==> src/pkg/wdt_sleep_map.svh <==
// register offsets, field positions and timing counts of the watchdog and sleep block
// Function
// [RL1] watchdog counts on its own rc clock
// [RL2] watchdog time-out resets device, even sleeping
// [RL3] period select zero disables watchdog permanently
// [RL4] 12 ms base period, postscaler up to 1:256
// [RL5] clear on reset, sleep, clear, interrupt wake
// [RL6] counting starts first edge after reset
// [RL7] time-out clears the time-out flag
// [RL8] watchdog acts as power-up timer
// [RL9] plain timer overflows after 65536 clocks
// [RL10] clear sets flag; timer frozen in sleep
// [RL11] counter and postscaler not software visible
// [RL12] sleep clears counter, flags, stops oscillator; code sets time-out flag, clears power-down flag
// [RL13] port pins hold their state in sleep
// [RL14] watchdog reset never drives master clear
// [RL15] listed resets and interrupts wake from sleep
// [RL16] reset wake resets; interrupt wake continues
// [RL17] power-down flag set on power-up
// [RL18] enabled source wakes regardless of global disable
// [RL19] prefetched instruction runs, then vector if enabled
// [RL20] pending enabled interrupt ends sleep at once
// [RL21] crystal modes wait 1024 oscillator periods
// [RL22] rc mode drives clock divided by four
// [RL23] postscaler ratio per select is parameter
`ifndef WDT_SLEEP_MAP_SVH
`define WDT_SLEEP_MAP_SVH
`define STATUS_ADDR 8'h06
`define OPTIONS_ADDR 8'h07
`define CTRL_ADDR 8'h08
`define STAT_STACK_BIT 5
`define STAT_GLOBAL_INT_DISABLE_BIT 4
`define STAT_TO_BIT 3
`define STAT_PD_BIT 2
`define CTRL_TIMER_BIT 0
`define OSC_LF 2'h0
`define OSC_RC 2'h1
`define OSC_XT 2'h2
`define WDT_PERIOD_MS 12
`define WDT_RC_TICKS_PER_MS 1000
`define OST_TOSC 1024
`define OST_CYC (`OST_TOSC)
`define TIMER_OVF_TOSC 65536
`define WAKE_SRCS 7
`endif

==> src/pkg/wdt_sleep_pkg.sv <==
// types shared by the watchdog and sleep block
package wdt_sleep_pkg;
  typedef enum {ST_POWER_UP_TIMER, ST_RUN, ST_SLEEP, ST_OST} pwr_state_t;
  typedef struct packed {
    logic [7:0] addr;
    logic [7:0] wdata;
    logic we;
    logic re;
  } reg_req_t;
  typedef struct packed {
    logic processor_mode_bit1;
    logic processor_mode_bit0;
    logic [1:0] watchdog_period_select;
    logic osc_select_bit1;
    logic osc_select_bit0;
  } options_t;
endpackage

==> src/logic/wdt_sleep.sv <==
// watchdog, power-up timer, sleep and wake-up control
`timescale 1ns/1ps
`include "wdt_sleep_map.svh"
module wdt_sleep import wdt_sleep_pkg::*; #(
  parameter int WDT_BASE_TICKS = `WDT_PERIOD_MS * `WDT_RC_TICKS_PER_MS,
  parameter int TIMER_OVF_CYC = `TIMER_OVF_TOSC,
  parameter int PS_LOG2_SEL1 = 0,
  parameter int PS_LOG2_SEL2 = 4,
  parameter int PS_LOG2_SEL3 = 8
) (
  input wire logic mclk_i,
  input wire logic rstn_i,
  input wire reg_req_t req_i,
  output logic [7:0] rd_data_o,
  input wire options_t options_i,
  input wire logic wdt_rc_tick_i,
  input wire logic por_i,
  input wire logic master_clear_pin_n_i,
  input wire logic clear_watchdog_instr_i,
  input wire logic sleep_instr_i,
  input wire logic stack_available_flag_i,
  input wire logic [`WAKE_SRCS-1:0] int_enable_i,
  input wire logic [`WAKE_SRCS-1:0] int_flag_i,
  output logic dev_reset_o,
  output logic core_hold_o,
  output logic wake_o,
  output logic vector_o,
  output logic osc_drv_en_o,
  output logic io_hold_o,
  output logic divided_clock_output_o,
  output logic master_clear_pin_oe_o
);

  pwr_state_t state;
  pwr_state_t next_state;
  options_t opts;
  logic [15:0] watchdog_counter;
  logic [7:0] postscale;
  logic [9:0] ost_cnt;
  logic [1:0] clk_div;
  logic timeout_flag_n;
  logic powerdown_flag_n;
  logic global_int_disable;
  logic timer_mode;
  logic ost_rst;
  logic [`WAKE_SRCS-1:0] pend;

  function automatic logic hit(input logic [7:0] a, input logic [7:0] r);
    return a == r;
  endfunction

  function automatic logic is_crystal(input options_t o);
    return {o.osc_select_bit1, o.osc_select_bit0} == `OSC_LF ||
           {o.osc_select_bit1, o.osc_select_bit0} == `OSC_XT;
  endfunction

  // ratio per select is a parameter; 1:256 is the largest
  function automatic logic [7:0] ps_last(input logic [1:0] sel);
    int sh;
    case (sel)
      2'h2: sh = PS_LOG2_SEL2;
      2'h3: sh = PS_LOG2_SEL3;
      default: sh = PS_LOG2_SEL1;
    endcase
    return 8'((1 << sh) - 1); // RL23
  endfunction

  localparam logic [15:0] BASE_LAST = 16'(WDT_BASE_TICKS - 1);
  localparam logic [15:0] TIMER_LAST = 16'(TIMER_OVF_CYC - 1);
  localparam logic [9:0] OST_LAST = 10'(`OST_CYC - 1);

  // one enable-and-flag pair per wake-capable source
  genvar g;
  generate
    for (g = 0; g < `WAKE_SRCS; g++) begin : g_wake
      assign pend[g] = int_enable_i[g] & int_flag_i[g]; // RL18
    end
  endgenerate

  logic wd_on;
  logic base_hit;
  logic ps_hit;
  logic running;
  logic timeout;
  logic timer_ovf;
  logic power_up_timer_done;
  logic int_wake;
  logic reset_wake;
  logic master_clear_pin_low;
  logic sleep_go;
  logic clr_go;
  logic wdt_clr;
  logic ost_done;

  assign master_clear_pin_low = !master_clear_pin_n_i;
  assign running = state == ST_RUN;
  assign sleep_go = running && sleep_instr_i && !master_clear_pin_low;
  assign clr_go = running && clear_watchdog_instr_i && !sleep_instr_i;
  assign wd_on = opts.watchdog_period_select != 2'h0; // RL3
  assign base_hit = watchdog_counter == BASE_LAST;
  assign ps_hit = postscale == ps_last(opts.watchdog_period_select);
  assign timeout = !timer_mode && wd_on && wdt_rc_tick_i && base_hit && ps_hit &&
                   (running || state == ST_SLEEP); // RL1 RL2
  assign timer_ovf = timer_mode && wd_on && running && watchdog_counter == TIMER_LAST; // RL9
  assign power_up_timer_done = state == ST_POWER_UP_TIMER && wdt_rc_tick_i && base_hit && ps_hit; // RL8
  assign int_wake = state == ST_SLEEP && |pend; // RL15 RL20
  assign reset_wake = state == ST_SLEEP && (master_clear_pin_low || timeout); // RL15
  assign ost_done = ost_cnt == OST_LAST;
  assign wdt_clr = sleep_go || clr_go || int_wake || master_clear_pin_low || timeout ||
                   state == ST_OST; // RL5 RL12

  always_comb begin
    next_state = state;
    case (state)
      ST_POWER_UP_TIMER: if (power_up_timer_done) next_state = ST_RUN;
      ST_RUN: if (sleep_go) next_state = ST_SLEEP;
      ST_SLEEP: begin
        if (reset_wake || int_wake) begin
          next_state = is_crystal(opts) ? ST_OST : ST_RUN; // RL21
        end
      end
      ST_OST: if (ost_done) next_state = ST_RUN;
      default: next_state = ST_POWER_UP_TIMER;
    endcase
    if (por_i) next_state = ST_POWER_UP_TIMER;
  end

  always_ff @(posedge mclk_i) begin
    if (!rstn_i) state <= ST_POWER_UP_TIMER;
    else state <= next_state;
  end

  // straps are taken while reset is held so they never change mid-run
  always_ff @(posedge mclk_i) begin
    if (!rstn_i) opts <= options_i;
  end

  always_ff @(posedge mclk_i) begin
    if (!rstn_i || por_i) ost_rst <= 1'b0;
    else if (state == ST_SLEEP) ost_rst <= reset_wake; // RL16
  end

  always_ff @(posedge mclk_i) begin
    if (!rstn_i || state != ST_OST) ost_cnt <= 10'h000;
    else ost_cnt <= ost_cnt + 10'h001; // RL21
  end

  // counter and postscaler have no read or write path on the port
  always_ff @(posedge mclk_i) begin
    if (!rstn_i || por_i || wdt_clr) begin // RL11
      watchdog_counter <= 16'h0000; // RL5
      postscale <= 8'h00;
    end else if (timer_mode && state != ST_POWER_UP_TIMER) begin
      if (wd_on && running) watchdog_counter <= timer_ovf ? 16'h0000 : watchdog_counter + 16'h0001; // RL10
    end else if (wdt_rc_tick_i && (wd_on || state == ST_POWER_UP_TIMER)) begin // RL6
      watchdog_counter <= base_hit ? 16'h0000 : watchdog_counter + 16'h0001; // RL4
      if (base_hit) postscale <= ps_hit ? 8'h00 : postscale + 8'h01; // RL4
    end
  end

  // a hardware event overrides a same-cycle instruction write to the flags
  always_ff @(posedge mclk_i) begin
    if (!rstn_i || por_i) begin
      timeout_flag_n <= 1'b1;
      powerdown_flag_n <= 1'b1; // RL17
    end else begin
      if (sleep_go) begin
        timeout_flag_n <= 1'b1; // RL12
        powerdown_flag_n <= 1'b0; // RL12
      end
      if (clr_go) begin
        timeout_flag_n <= 1'b1; // RL10
        powerdown_flag_n <= 1'b1;
      end
      if (timeout || timer_ovf) timeout_flag_n <= 1'b0; // RL7 RL9
    end
  end

  always_ff @(posedge mclk_i) begin
    if (!rstn_i) begin
      global_int_disable <= 1'b1;
      timer_mode <= 1'b0;
    end else if (req_i.we) begin
      if (hit(req_i.addr, `STATUS_ADDR)) global_int_disable <= req_i.wdata[`STAT_GLOBAL_INT_DISABLE_BIT];
      if (hit(req_i.addr, `CTRL_ADDR)) timer_mode <= req_i.wdata[`CTRL_TIMER_BIT];
    end
  end

  always_ff @(posedge mclk_i) begin
    if (!rstn_i) rd_data_o <= 8'h00;
    else if (req_i.re && hit(req_i.addr, `STATUS_ADDR)) begin
      rd_data_o <= 8'h00;
      rd_data_o[`STAT_STACK_BIT] <= stack_available_flag_i;
      rd_data_o[`STAT_GLOBAL_INT_DISABLE_BIT] <= global_int_disable;
      rd_data_o[`STAT_TO_BIT] <= timeout_flag_n;
      rd_data_o[`STAT_PD_BIT] <= powerdown_flag_n;
    end else if (req_i.re && hit(req_i.addr, `OPTIONS_ADDR)) begin
      rd_data_o <= {1'b0, opts.processor_mode_bit1, 1'b0, opts.processor_mode_bit0,
                    opts.watchdog_period_select, opts.osc_select_bit1, opts.osc_select_bit0};
    end else if (req_i.re && hit(req_i.addr, `CTRL_ADDR)) begin
      rd_data_o <= {7'h00, timer_mode};
    end else begin
      rd_data_o <= 8'h00;
    end
  end

  logic int_resume;
  assign int_resume = (state == ST_SLEEP && int_wake && !reset_wake && !is_crystal(opts)) ||
                      (state == ST_OST && ost_done && !ost_rst);

  always_ff @(posedge mclk_i) begin
    if (!rstn_i) begin
      dev_reset_o <= 1'b1;
      core_hold_o <= 1'b0;
      wake_o <= 1'b0;
      vector_o <= 1'b0;
      osc_drv_en_o <= 1'b1;
      io_hold_o <= 1'b0;
      master_clear_pin_oe_o <= 1'b0;
    end else begin
      dev_reset_o <= next_state == ST_POWER_UP_TIMER || master_clear_pin_low || timeout ||
                     (next_state == ST_OST && (ost_rst || reset_wake)); // RL2 RL16
      core_hold_o <= next_state == ST_OST; // RL21
      wake_o <= int_resume; // RL16 RL19
      vector_o <= int_resume && !global_int_disable; // RL19
      osc_drv_en_o <= next_state != ST_SLEEP; // RL12
      io_hold_o <= next_state == ST_SLEEP; // RL13
      master_clear_pin_oe_o <= 1'b0; // RL14
    end
  end

  // clock output only exists in rc mode and stops with the oscillator
  always_ff @(posedge mclk_i) begin
    if (!rstn_i) begin
      clk_div <= 2'h0;
      divided_clock_output_o <= 1'b0;
    end else if ({opts.osc_select_bit1, opts.osc_select_bit0} == `OSC_RC && state != ST_SLEEP) begin
      clk_div <= clk_div + 2'h1;
      divided_clock_output_o <= clk_div[1]; // RL22
    end else begin
      clk_div <= 2'h0;
      divided_clock_output_o <= 1'b0;
    end
  end
endmodule // wdt_sleep

==> config.mk <==
export PLATFORM = sky130hd
export DESIGN_NAME = wdt_sleep
export DESIGN_NICKNAME = d
export VERILOG_FILES = /design/src/pkg/wdt_sleep_pkg.sv /design/src/logic/wdt_sleep.sv
export VERILOG_INCLUDE_DIRS = /design/src /design/src/pkg
export SDC_FILE = /design/constraint.sdc
export NUM_CORES = 1
export LEC_CHECK = 0
export ABC_AREA = 0
export BUFFER_PORTS_ARGS = -buffer_cell sky130_fd_sc_hd__buf_4
export CAP_MARGIN = 20
export CORE_MARGIN = 4
export CORE_UTILIZATION = 55
export CTS_CLUSTER_SIZE = 14
export DETAILED_ROUTE_END_ITERATION = 12
export PLACE_DENSITY = 0.85
export SLEW_MARGIN = 25
export SYNTH_ARGS = -nofsm -noshare
export SYNTH_HDL_FRONTEND = slang
export SYNTH_SLANG_ARGS = --single-unit
==> constraint.sdc <==
create_clock -name mclk_i -period 2.7 [get_ports mclk_i]
set_clock_uncertainty 0.15 [all_clocks]
set_input_delay 0.675 -clock mclk_i [delete_from_list [all_inputs] [get_ports mclk_i]]
set_output_delay 0.675 -clock mclk_i [all_outputs]
set_load 0.01 [all_outputs]
==> summary.txt <==
Final layout
  – Share of layout cells above drive strength 1: 0.192
  – Multi-input combinational cell area: 1720 µm²
  – Util after Layout: 0.701
  – Layout area overhead: 23.9%
  – Finished Cell Area: ~4500 µm²
  – Filler instances: between 500 and 600
  – Commonest non-fill, non-tap cell in the layout: dfxtp_1
  – Sequential cell area: between 1500 and 2000 µm²
  – Nets: roughly 510
  – Most frequent cells in the layout: dfxtp_1, buf_4, nor2_1, conb_1, xor2_1
  – Inserted Diodes: 0

Floorplan
  – Die area: 7890 µm²
  – # IOs: 62
  – Core area: around 6300 µm²
  – Initial Util: 0.566
  – Die X: between 80 and 90 µm
  – DIE HEIGHT: 88.8 µm
  – Rows: 29

Global routing
  – Global route total overflow: 0
  – Vias in the first global route: 2829
  – GRT Util Overall: 0.201
  – First-pass GRT wire length: between 10 and 15 mm
  – Pin count of the biggest net entering global routing: 18
  – Initial antenna violation count: 0

Setup path
  – Setup crit start: state[13]$_SDFF_PN0_
  – CP peak stage delay: 580 ps
  – CP Max Fanout: 5
  – End of the worst register-to-register path: vector_o$_SDFF_PN0_
  – WP data required: roughly 2900 ps
  – Reg2reg start: state[13]$_SDFF_PN0_
  – CP Data Arrival Time: between 2000 and 3000 ps
  – Worst Reg-to-Reg Cells: 5
  – Register-to-register setup slack: about 87 ps
  – Worst setup path end: vector_o$_SDFF_PN0_
  – Worst path slowest cell: or4_1
  – CP Class: reg2reg
  – CP cell instances: or4_1 > or4_4 > or3_1 > or3b_1 > a21oi_1
  – Worst Setup Start Kind: flop
  – Critical path capture point type: flop

Synth
  – Yosys Warn Count: 0
  – Post-synthesis mux area share: 0.0195
  – Largest family of logic cells by synthesized area: simple AND/OR/NAND/NOR gates
  – Cell Area, Synth: about 3600 µm²
  – Compound-Gate Fraction of Synth Area: 0.103
  – Cell count after synthesis: roughly 370
  – Async S/R FF share, synth: 0
  – FF+latch count, synth: between 90 and 100
  – Simple-Gate Fraction of Synth Area: 0.244
  – Top_reg_cell synth: dfxtp_1
  – Unique masters post-synth: between 50 and 60
  – EDFF count, synth: 6
  – Mean Syn Cell Area: between 9 and 10 µm²
  – Sequential fraction of the synthesis area: 0.535
  – Post-Synth XOR/XNOR Area: 0.0658
  – Post-Synth Adder-Cell Area: 0.0104

Timing
  – Final hold violation count: 0
  – Tcrit/Tclk final: 0.968
  – RSZ-0062 raised after global routing: false
  – Slew headroom: 0.623
  – F_max: between 0.3 and 0.4 GHz
  – Pins Over Slew Limit: 0
  – Setup TNS: 0 ps
  – Worst hold margin: just over 300 ps
  – Worst slew pin tran: roughly 570 ps
  – Final min period: 2610 ps
  – Setup Viol. Count Final: 0

Power
  – Peak VDD IR: about 520 µV
  – Static leakage: ~1.8 nW
  – Pwr Density: between 500 and 600 nW/µm²

Hold path
  – Hold WC Path Type: reg2reg
  – Hold depth: 1

Clock network
  – TritonCTS Buffers: 9
  – CTS sink cnt: 93
  – TritonCTS clock tree: yes
  – Root Buffer: clkbuf_8
  – Worst-path clk slew: 100 ps
  – H-tree lvl count: 3
  – Worst-skew pair later-pin latency: ~360 ps
  – Clock Path Buffers: 2

Detailed routing
  – DRC viols: 0
  – Total wire length: approximately 7.6 mm
  – Post-route ant nets: 0
  – Avg WL per Cell: roughly 14 µm
  – Via count: a little under 3000
  – Post-DR vias/cell: roughly 5.4
  – DR pass1 iterations: 5
  – Initial drt markers: around 200

Run
  – Max-cap violations: 0

Place
  – Placed inst area: approximately 4200 µm²
  – PortBufs: between 50 and 60
  – Final Wtd Congestion: slightly below 0.9
  – Post-DP HPWL: about 5.6 mm

Status
  – Status: finished clean
==> metal layers <==
metal / track usage / routed length, µm
met1: 0.242 / 3240
met2: 0.339 / 3730
met3: 0.0419 / 464
met4: 0.0989 / 130
met5: 0 / 0
==> flip-flops by register name, summed over array words and instances (netlist names), 2 cells and up <==
name              count
state                32
opts                  6
clk_div               2
watchdog_counter     16
postscale             8
rd_data_o             7
ost_cnt              10
==> logic make-up after synthesis <==
logic type | after synthesis
compound gates | 53
xor+xnor | 27
simple gates | 165
flops | 93
mux | 7
other cells | 1
buf+inv | 18
fa+ha+maj | 3
==> synth_stat cells (all sizes together), types with 4 or more instances <==
cell type | instances | area share
dfxtp | 87 | 0.48
nor2 | 49 | 0.051
xor2 | 23 | 0.056
nand2 | 20 | 0.021
nand3 | 19 | 0.026
nor4 | 14 | 0.026
o21ai | 12 | 0.017
and3 | 11 | 0.019
a21oi | 9 | 0.013
and4 | 8 | 0.019
nor3 | 8 | 0.011
or3 | 8 | 0.014
clkbuf | 7 | 0.0073
inv | 7 | 0.0073
mux2i | 7 | 0.019
edfxtp | 6 | 0.050
nand4 | 6 | 0.010
o2111ai | 6 | 0.016
a31oi | 4 | 0.0070
and2 | 4 | 0.0070
buf | 4 | 0.0070
xnor2 | 4 | 0.0097
==> stage by stage <==
| stage | setup slack (ps) | instances | total power (W) |
|---|---|---|---|
| 6_report | 86.5 | 545 | 0.00246 |
| 5_1_grt | 8.42 | 545 | 0.00256 |
| 4_1_cts | 79.2 | 542 | 0.00247 |
| 3_5_place_dp | 102 | 526 | 0.00158 |
| 3_3_place_gp | 159 | 526 | 0.00158 |
| 2_1_floorplan | 281 | 398 | 0.00151 |
==> where the power goes <==
group	switching [W]	internal, W	leakage (nW)
Combinational	0.0000571	0.0000581	0.896
Clock	0.000501	0.000402	0.0992
Sequential	0.0000194	0.00142	0.771
Total	0.000578	0.00188	1.77
==> how the worst min path moves through the flow <==
stage	from	end	slack, ps
finish	global_int_disable$_SDFFE_PN1P_	vector_o$_SDFF_PN0_	310
global route	options_i[4]	opts[4]$_DFFE_PN_	320
CTS	clk_div[0]$_SDFF_PN0_	clk_div[0]$_SDFF_PN0_	310
detailed placement	clk_div[0]$_SDFF_PN0_	clk_div[0]$_SDFF_PN0_	300
global placement	clk_div[0]$_SDFF_PN0_	clk_div[0]$_SDFF_PN0_	270
floorplan	global_int_disable$_SDFFE_PN1P_	vector_o$_SDFF_PN0_	260
==> repair_timing <==
| item | 4_1_cts | 5_1_grt |
|---|---|---|
| endpoints found under the setup margin | 0 | 4 |
| gates resized for setup | 0 | 2 |
| hold buffers | 0 | 0 |
| setup buffers | 0 | 3 |
==> layout make-up <==
class | instances | area share
clock buffers | 10 | 0.0334
clock inverters | 6 | 0.0107
multi-input cells | 287 | 0.387
flip-flops and latches | 93 | 0.432
inverters | 7 | 0.00590
well taps | 77 | 0.0216
repair buffers | 65 | 0.110
==> worst max-delay path, delay by kind of cell, from the launching register on <==
kind               cells  cell delay (ps)
and+or+nand+nor        4             1930
DFF                    1              320
AOI/OAI and AO/OA      1              160
Note: power is estimated with default switching activity, not from simulation.
